[config.mk]
export PLATFORM = sky130hd
export DESIGN_NAME = adcts_top
export DESIGN_NICKNAME = d
export VERILOG_FILES = /design/src/adcts_pkg.sv /design/src/adcts_top.sv
export SDC_FILE = /design/constraint.sdc
export NUM_CORES = 1
export LEC_CHECK = 0
export BUFFER_PORTS_ARGS = -buffer_cell sky130_fd_sc_hd__buf_2
export CAP_MARGIN = 20
export CORE_ASPECT_RATIO = 0.6
export CORE_UTILIZATION = 51
export DETAILED_ROUTE_END_ITERATION = 12
export GPL_TIMING_DRIVEN = 0
export PLACE_DENSITY_LB_ADDON = 0.15
export SLEW_MARGIN = 20
export SYNTH_ARGS = -nofsm -noshare
export SYNTH_HDL_FRONTEND = slang
export SYNTH_SLANG_ARGS = --single-unit
export TNS_END_PERCENT = 10
[constraint.sdc]
create_clock -name core_clk -period 2.75 [get_ports core_clk]
set_input_delay 0.55 -clock core_clk [delete_from_list [all_inputs] [get_ports core_clk]]
set_output_delay 0.55 -clock core_clk [all_outputs]
set_load 0.01 [all_outputs]
[src/adcts_pkg.sv]
// Package for the converter timing and input select block: offsets, fields, types.
// Assumes APB with 32-bit data; registers are 16 bits in the low half of a word.
package adcts_pkg;

    // Register byte addresses
    localparam logic [11:0] TIMING_OFS = 12'h000;
    localparam logic [11:0] INSEL_OFS = 12'h004;

    // Implemented-bit masks; all other bits read zero
    localparam logic [15:0] TIMING_MASK = 16'h9fff;
    localparam logic [15:0] INSEL_MASK = 16'h8f8f;
    localparam logic [15:0] REG_RESET = 16'h0000;

    // Timing register fields
    localparam int SRC_BIT = 15;
    localparam int SAMC_LSB = 8;
    localparam int DIV_LSB = 0;
    // Input select register fields
    localparam int NEGB_BIT = 15;
    localparam int POSB_LSB = 8;
    localparam int NEGA_BIT = 7;
    localparam int POSA_LSB = 0;

    // Status word layout
    localparam int STAT_MUXB_BIT = 0;
    localparam int STAT_SAMP_BIT = 1;
    localparam int STAT_CONVCLK_BIT = 2;

    localparam logic [11:0] STATUS_OFS = 12'h008;
    localparam logic [8:0] DIV_ONE = 9'h001;
    localparam logic [4:0] SAMC_ONE = 5'h01;

    // Negative input choice
    typedef enum logic {NEG_VREF, NEG_AN1} adcts_neg_e;

    // Selected sample/hold inputs
    typedef struct packed {
        logic [3:0] pos_sel;
        adcts_neg_e neg_sel;
        logic mux_b;
    } adcts_sel_s;

    // Timing configuration
    typedef struct packed {
        logic clk_src_rc;
        logic [4:0] samc;
        logic [7:0] div;
    } adcts_timing_s;

endpackage

[src/adcts_top.sv]
// Converter timing and input select: conversion clock, auto-sample count, mux A/B select.
// Assumes an APB master on core_clk, an RC oscillator tick input synchronous to core_clk,
// and a sequencer that pulses sample_start and sample_done per sample.
//
// Overview of operation
// - Timing bit 15 picks conversion clock: one for RC, zero for system clock.
// - Five-bit field sets auto-sample length in conversion clock periods, 0 to 31.
// - Eight-bit divider N gives conversion clock period of N+1 instruction cycles.
// - Mux B positive input is the analog input indexed by the four-bit field.
// - Mux A negative input is input 1 when bit set, else negative reference.
// - Unimplemented bits read zero and ignore writes in both registers.
// - Alternate mode uses A first then alternates B and A; otherwise always A.
//
// The APB slave port and the register addresses were left to the implementer.
`timescale 1ns/10ps
module adcts_top (
    // Clock and reset
    input wire logic core_clk,
    input wire logic rst_n,
    // APB slave
    input wire logic psel,
    input wire logic penable,
    input wire logic pwrite,
    input wire logic [11:0] paddr,
    input wire logic [31:0] pwdata,
    output logic [31:0] prdata,
    output logic pready,
    output logic pslverr,
    // Converter control
    input wire logic rc_clk_tick,
    input wire logic alternate_sampling_enable,
    input wire logic sample_start,
    input wire logic sample_done,
    // Conversion clock and sampling
    output logic conv_clk_tick,
    output logic auto_sample_busy,
    output logic auto_sample_end,
    // Sample/hold input selection
    output logic [3:0] ch0_pos_sel,
    output logic ch0_neg_an1,
    output logic ch0_mux_b
);

    // Reset release through two flops
    logic rst_meta_r;
    logic rst_sync_n;
    always_ff @(posedge core_clk or negedge rst_n)
    begin
        if (!rst_n)
        begin
            rst_meta_r <= 1'b0;
            rst_sync_n <= 1'b0;
        end
        else
        begin
            rst_meta_r <= 1'b1;
            rst_sync_n <= rst_meta_r;
        end
    end

    // Register state
    logic [15:0] timing_r, timing_nxt;
    logic [15:0] insel_r, insel_nxt;
    logic [31:0] prdata_r, prdata_nxt;
    logic pslverr_r, pslverr_nxt;
    logic access;
    logic hit_timing, hit_insel, hit_status;
    adcts_pkg::adcts_timing_s tcfg;
    logic [15:0] status_w;

    // Zero-wait slave: every access completes in its first access cycle
    assign access = psel & penable;
    assign hit_timing = (paddr == adcts_pkg::TIMING_OFS);
    assign hit_insel = (paddr == adcts_pkg::INSEL_OFS);
    assign hit_status = (paddr == adcts_pkg::STATUS_OFS);
    assign pready = 1'b1;
    assign prdata = prdata_r;
    assign pslverr = pslverr_r;

    // Register writes, reads and error answer
    always_comb
    begin
        timing_nxt = timing_r;
        insel_nxt = insel_r;
        prdata_nxt = prdata_r;
        pslverr_nxt = 1'b0;
        if (psel & ~penable)
        begin
            // Read data staged in setup so it is a flop in the access phase
            prdata_nxt = 32'h0000_0000;
            if (!pwrite)
            begin
                if (hit_timing)
                    prdata_nxt = {16'h0000, timing_r};
                else if (hit_insel)
                    prdata_nxt = {16'h0000, insel_r};
                else if (hit_status)
                    prdata_nxt = {16'h0000, status_w};
            end
            pslverr_nxt = ~(hit_timing | hit_insel | (hit_status & ~pwrite));
        end
        if (access & pwrite)
        begin
            if (hit_timing)
                timing_nxt = pwdata[15:0] & adcts_pkg::TIMING_MASK;
            if (hit_insel)
                insel_nxt = pwdata[15:0] & adcts_pkg::INSEL_MASK;
        end
        if (access)
            pslverr_nxt = pslverr_r;
    end

    always_ff @(posedge core_clk or negedge rst_sync_n)
    begin
        if (!rst_sync_n)
        begin
            timing_r <= adcts_pkg::REG_RESET;
            insel_r <= adcts_pkg::REG_RESET;
            prdata_r <= 32'h0000_0000;
            pslverr_r <= 1'b0;
        end
        else
        begin
            timing_r <= timing_nxt;
            insel_r <= insel_nxt;
            prdata_r <= prdata_nxt;
            pslverr_r <= pslverr_nxt;
        end
    end

    // Timing fields
    assign tcfg.clk_src_rc = timing_r[adcts_pkg::SRC_BIT];
    assign tcfg.samc = timing_r[adcts_pkg::SAMC_LSB +: 5];
    assign tcfg.div = timing_r[adcts_pkg::DIV_LSB +: 8];

    // Conversion clock divider; RC source bypasses it
    logic [8:0] div_cnt_r, div_cnt_nxt;
    logic sys_tick;
    always_comb
    begin
        div_cnt_nxt = div_cnt_r + adcts_pkg::DIV_ONE;
        sys_tick = 1'b0;
        if (div_cnt_r >= {1'b0, tcfg.div})
        begin
            div_cnt_nxt = 9'h000;
            sys_tick = 1'b1;
        end
    end

    always_ff @(posedge core_clk or negedge rst_sync_n)
    begin
        if (!rst_sync_n)
            div_cnt_r <= 9'h000;
        else
            div_cnt_r <= div_cnt_nxt;
    end

    // One tick per conversion clock period
    assign conv_clk_tick = tcfg.clk_src_rc ? rc_clk_tick : sys_tick;

    // Auto-sample counter in conversion clock periods
    typedef enum {SMP_IDLE, SMP_RUN} adcts_smp_e;
    adcts_smp_e smp_r, smp_nxt;
    logic [4:0] smp_cnt_r, smp_cnt_nxt;
    logic smp_end_r, smp_end_nxt;
    always_comb
    begin
        smp_nxt = smp_r;
        smp_cnt_nxt = smp_cnt_r;
        smp_end_nxt = 1'b0;
        case (smp_r)
            SMP_IDLE:
            begin
                if (sample_start)
                begin
                    smp_cnt_nxt = tcfg.samc;
                    // Zero length ends at once; not a useful setting
                    if (tcfg.samc == 5'h00)
                        smp_end_nxt = 1'b1;
                    else
                        smp_nxt = SMP_RUN;
                end
            end
            SMP_RUN:
            begin
                if (conv_clk_tick)
                begin
                    smp_cnt_nxt = smp_cnt_r - adcts_pkg::SAMC_ONE;
                    if (smp_cnt_r == adcts_pkg::SAMC_ONE)
                    begin
                        smp_end_nxt = 1'b1;
                        smp_nxt = SMP_IDLE;
                    end
                end
            end
            default:
                smp_nxt = SMP_IDLE;
        endcase
    end

    always_ff @(posedge core_clk or negedge rst_sync_n)
    begin
        if (!rst_sync_n)
        begin
            smp_r <= SMP_IDLE;
            smp_cnt_r <= 5'h00;
            smp_end_r <= 1'b0;
        end
        else
        begin
            smp_r <= smp_nxt;
            smp_cnt_r <= smp_cnt_nxt;
            smp_end_r <= smp_end_nxt;
        end
    end

    assign auto_sample_busy = (smp_r == SMP_RUN);
    assign auto_sample_end = smp_end_r;

    // Mux setting sequencer: A first, toggle after each sample in alternate mode
    logic use_b_r, use_b_nxt;
    always_comb
    begin
        use_b_nxt = use_b_r;
        if (!alternate_sampling_enable)
            use_b_nxt = 1'b0;
        else if (sample_done)
            use_b_nxt = ~use_b_r;
    end

    always_ff @(posedge core_clk or negedge rst_sync_n)
    begin
        if (!rst_sync_n)
            use_b_r <= 1'b0;
        else
            use_b_r <= use_b_nxt;
    end

    // Input selection, registered so outputs are glitch free
    adcts_pkg::adcts_sel_s sel_r, sel_nxt;
    always_comb
    begin
        sel_nxt.mux_b = use_b_r;
        if (use_b_r)
        begin
            sel_nxt.pos_sel = insel_r[adcts_pkg::POSB_LSB +: 4];
            sel_nxt.neg_sel = adcts_pkg::adcts_neg_e'(insel_r[adcts_pkg::NEGB_BIT]);
        end
        else
        begin
            sel_nxt.pos_sel = insel_r[adcts_pkg::POSA_LSB +: 4];
            sel_nxt.neg_sel = adcts_pkg::adcts_neg_e'(insel_r[adcts_pkg::NEGA_BIT]);
        end
    end

    always_ff @(posedge core_clk or negedge rst_sync_n)
    begin
        if (!rst_sync_n)
            sel_r <= '0;
        else
            sel_r <= sel_nxt;
    end

    assign ch0_pos_sel = sel_r.pos_sel;
    assign ch0_neg_an1 = (sel_r.neg_sel == adcts_pkg::NEG_AN1);
    assign ch0_mux_b = sel_r.mux_b;

    // Read-only status word
    always_comb
    begin
        status_w = 16'h0000;
        status_w[adcts_pkg::STAT_MUXB_BIT] = use_b_r;
        status_w[adcts_pkg::STAT_SAMP_BIT] = auto_sample_busy;
        status_w[adcts_pkg::STAT_CONVCLK_BIT] = tcfg.clk_src_rc;
    end

endmodule

==> results_dict.tcl <==
set metrics [dict create \
    layout_common_cells "dfrtp_1, buf_2, nand2_1, buf_4, mux2_2" \
    startpoint_type "flip-flop" \
    die_y_um 62.8 \
    max-vdd-ir-drop_uv 398 \
    crit_fanout 6 \
    path_buf_inv 3 \
    clock_path_buffers 2 \
    clock_latency_ns 0.34 \
    die_area_sq_um 6500 \
    slowest_delay_ns 0.39 \
    syn-mean-instance-area_sq_um 10.8 \
    setup_violations 0 \
    yosysWarnings 0 \
    routed_wl_um 7220 \
    final_common_cell "dfrtp_1" \
    rows 21 \
    avgViaCountPerCell 5.13 \
    post_route_cells_drive_above_1_share_pct 35.9 \
    cellLeakagePower_nw 2.00 \
    netlist_area_sq_um 3150 \
    skew_ns 0.00780 \
    area_growth_pct 25.9 \
    synthArstFlopShare_pct 100 \
    io-pin-count 96 \
    numPlacedInstances 448 \
    first_pass_iters 4 \
    multi_input_area_sq_um 1390 \
    min_path_type "reg2async" \
    numCtsBuffers 9 \
    synth_edf_count 0 \
    grt_pass1_wl_um 11500 \
    worst_setup_path_end_kind "primary output" \
    nFillCells 453 \
    dp_hpwl_um 5210 \
    worstMarginPinSlew_ns 0.682 \
    fp.coreArea_sq_um 5750 \
    wl_per_cell_um 15.3 \
    fin_crit_sh_pct 96.5 \
    yosysSeqAreaShare_pct 50.9 \
    nets 452 \
    grt_pass1_vias 2323 \
    synthFlopType "dfrtp_1" \
    fin_tns_setup_ns 0 \
    antenna_found_initial 0 \
    final_cells 473 \
    crit_family "compound AO/OA/AOI/OAI gates" \
    path_clk_slew_ns 0.07 \
    slowest_stage "dfrtp_1" \
    fmax_ghz 0.377 \
    grt_use_total_pct 24.1 \
    drv_slew 0 \
    diodes 0 \
    status "completed" \
    die_x_um 103 \
    numPortBuffers 57 \
    cp_data_arrival_time_ns 2.10 \
    detail_route.iter0.violations 145 \
    cp.required_ns 2.20 \
    hold_viol_final 0 \
    path_class "reg2out" \
    hold-worst-slack_ns 0.182 \
    grt_start_max_net_pins 50 \
    root_buffer "clkbuf_8" \
    vias 2428 \
    min_period_ns 2.65 \
    cp_cell_sequence "inv_1, ha_4, nand4b_1, a211o_1, a31oi_4, buf_6, buf_2" \
    grt_overflow 0 \
    cts.sinks 64 \
    p_per_area_nw_per_um2 514 \
    start_util_pct 54.7 \
    yosys_register_bits 64 \
    postSynthCellCount 292 \
    htreeDepth 3 \
    regArea_sq_um 1610 \
    slew_headroom_pct 54.1 \
    ys_types 48 \
    drv_cap 0 \
    drc 0 \
    gp_congestion 0.843 \
    drtAntennaViolNets 0 \
    tritoncts "yes" \
]
## power breakdown
group          switching, mW  internal, mW
combinational          0.122         0.103
sequential            0.0209         0.966
clock                  0.359         0.464
## kinds of logic (layout without fill, tap and decap cells)
logic type / after synthesis / in the layout / synth area share, %
muxes: 31 / 31 / 10.8
adders and majority gates: 11 / 11 / 4.38
AOI/OAI and AO/OA: 46 / 46 / 10.4
xor gates and xnor gates: 8 / 8 / 2.23
other: 2 / 20 / 0.239
buffers and inverters: 49 / 132 / 8.71
and+or+nand+nor: 81 / 81 / 12.4
DFF: 64 / 64 / 50.9
## registers in the layout (all words and copies together), names as in the netlist, 4 cells and up
| name | flops |
|---|---|
| ch0_pos_sel | 4 |
| div_cnt_r | 9 |
| insel_r | 10 |
| timing_r | 14 |
| prdata | 14 |
| smp_cnt_r | 5 |
## worst paths after layout
check                       startpoint             end  slack, ns  depth (start not counted)
max in group asynchronous   rst_sync_n    div_cnt_r[1]       2.07                          1
min in group core_clk       rst_meta_r      rst_sync_n       0.35                          0
hold / removal              rst_sync_n  ch0_pos_sel[3]       0.18                          0
hold reg to reg             rst_sync_n  ch0_pos_sel[3]       0.18                          0
setup reg to reg           timing_r[4]    smp_cnt_r[3]       0.37                         11
setup / recovery           timing_r[7]   conv_clk_tick        0.1                          7
## cell type report
cell class                 count  share of cell area [%]
tap                           80                    2.53
inverter                      21                    1.99
sequential                    64                    40.5
buffer                        28                    4.93
timing repair buffer          67                    9.67
clock inverter                 5                    1.39
clock buffer                  11                    3.82
multi-input combinational    197                    35.2
## worst reg2reg max path, delay by kind of cell (launching register included)
kind	cells	cell delay (ns)
compound gates	5	1.02
fa+ha+maj	1	0.25
buf+inv	4	0.52
flops	1	0.38
simple gates	1	0.08
## synthesized netlist by cell type (2+ instances only)
cell / n / area share [%]
mux2i_1: 8 / 2.5
buf_6: 2 / 0.72
nand2_1: 33 / 3.9
nor2b_1: 2 / 0.40
xor2_1: 3 / 0.84
a21oi_1: 7 / 1.1
o21ai_0: 14 / 2.2
nor4_1: 2 / 0.40
o211a_1: 2 / 0.64
buf_4: 20 / 4.8
and2_1: 2 / 0.40
clkbuf_1: 3 / 0.36
ha_1: 11 / 4.4
a21o_1: 2 / 0.48
dfrtp_1: 64 / 51
xnor2_1: 5 / 1.4
a31oi_1: 3 / 0.60
o31ai_1: 4 / 0.95
nand2b_1: 2 / 0.40
nand4_1: 2 / 0.40
nand3_1: 7 / 1.1
inv_1: 21 / 2.5
and3_1: 2 / 0.40
mux2_2: 23 / 8.2
conb_1: 2 / 0.24
nor2_1: 20 / 2.4
o221ai_1: 3 / 0.84
buf_1: 3 / 0.36
## layer usage
layer | vias to the layer above | track usage (%) | wire length (um)
li1 | 1161 | - | -
met1 | 1173 | 35.7 | 3500
met2 | 90 | 34.1 | 3110
met3 | 4 | 6.60 | 581
met4 | 0 | 7.04 | 29
met5 | - | 0 | 0
## stage by stage
stage | worst slack [ns] | utilization [%] | area [sq um] | power, mW
2_1_floorplan | 0.628 | - | 3210 | 1.14
3_3_place_gp | 0.113 | 62.5 | 3600 | 1.21
3_5_place_dp | 0.203 | 63.1 | 3630 | 1.22
4_1_cts | 0.00359 | 67.3 | 3870 | 2.05
5_1_grt | -0.0246 | 68.8 | 3960 | 2.13
6_report | 0.0964 | 68.8 | 3960 | 2.03
## what timing repair did
action / 4_1_cts / 5_1_grt
hold buffers: 1 / 0
resized for setup: 2 / 4
endpoints found under the setup margin: 1 / 1
hold endpoints to repair: 2 / 0
pin swaps: 1 / 4
setup buffers: 1 / 7
No activity file was read; power rests on OpenSTA's default activity.
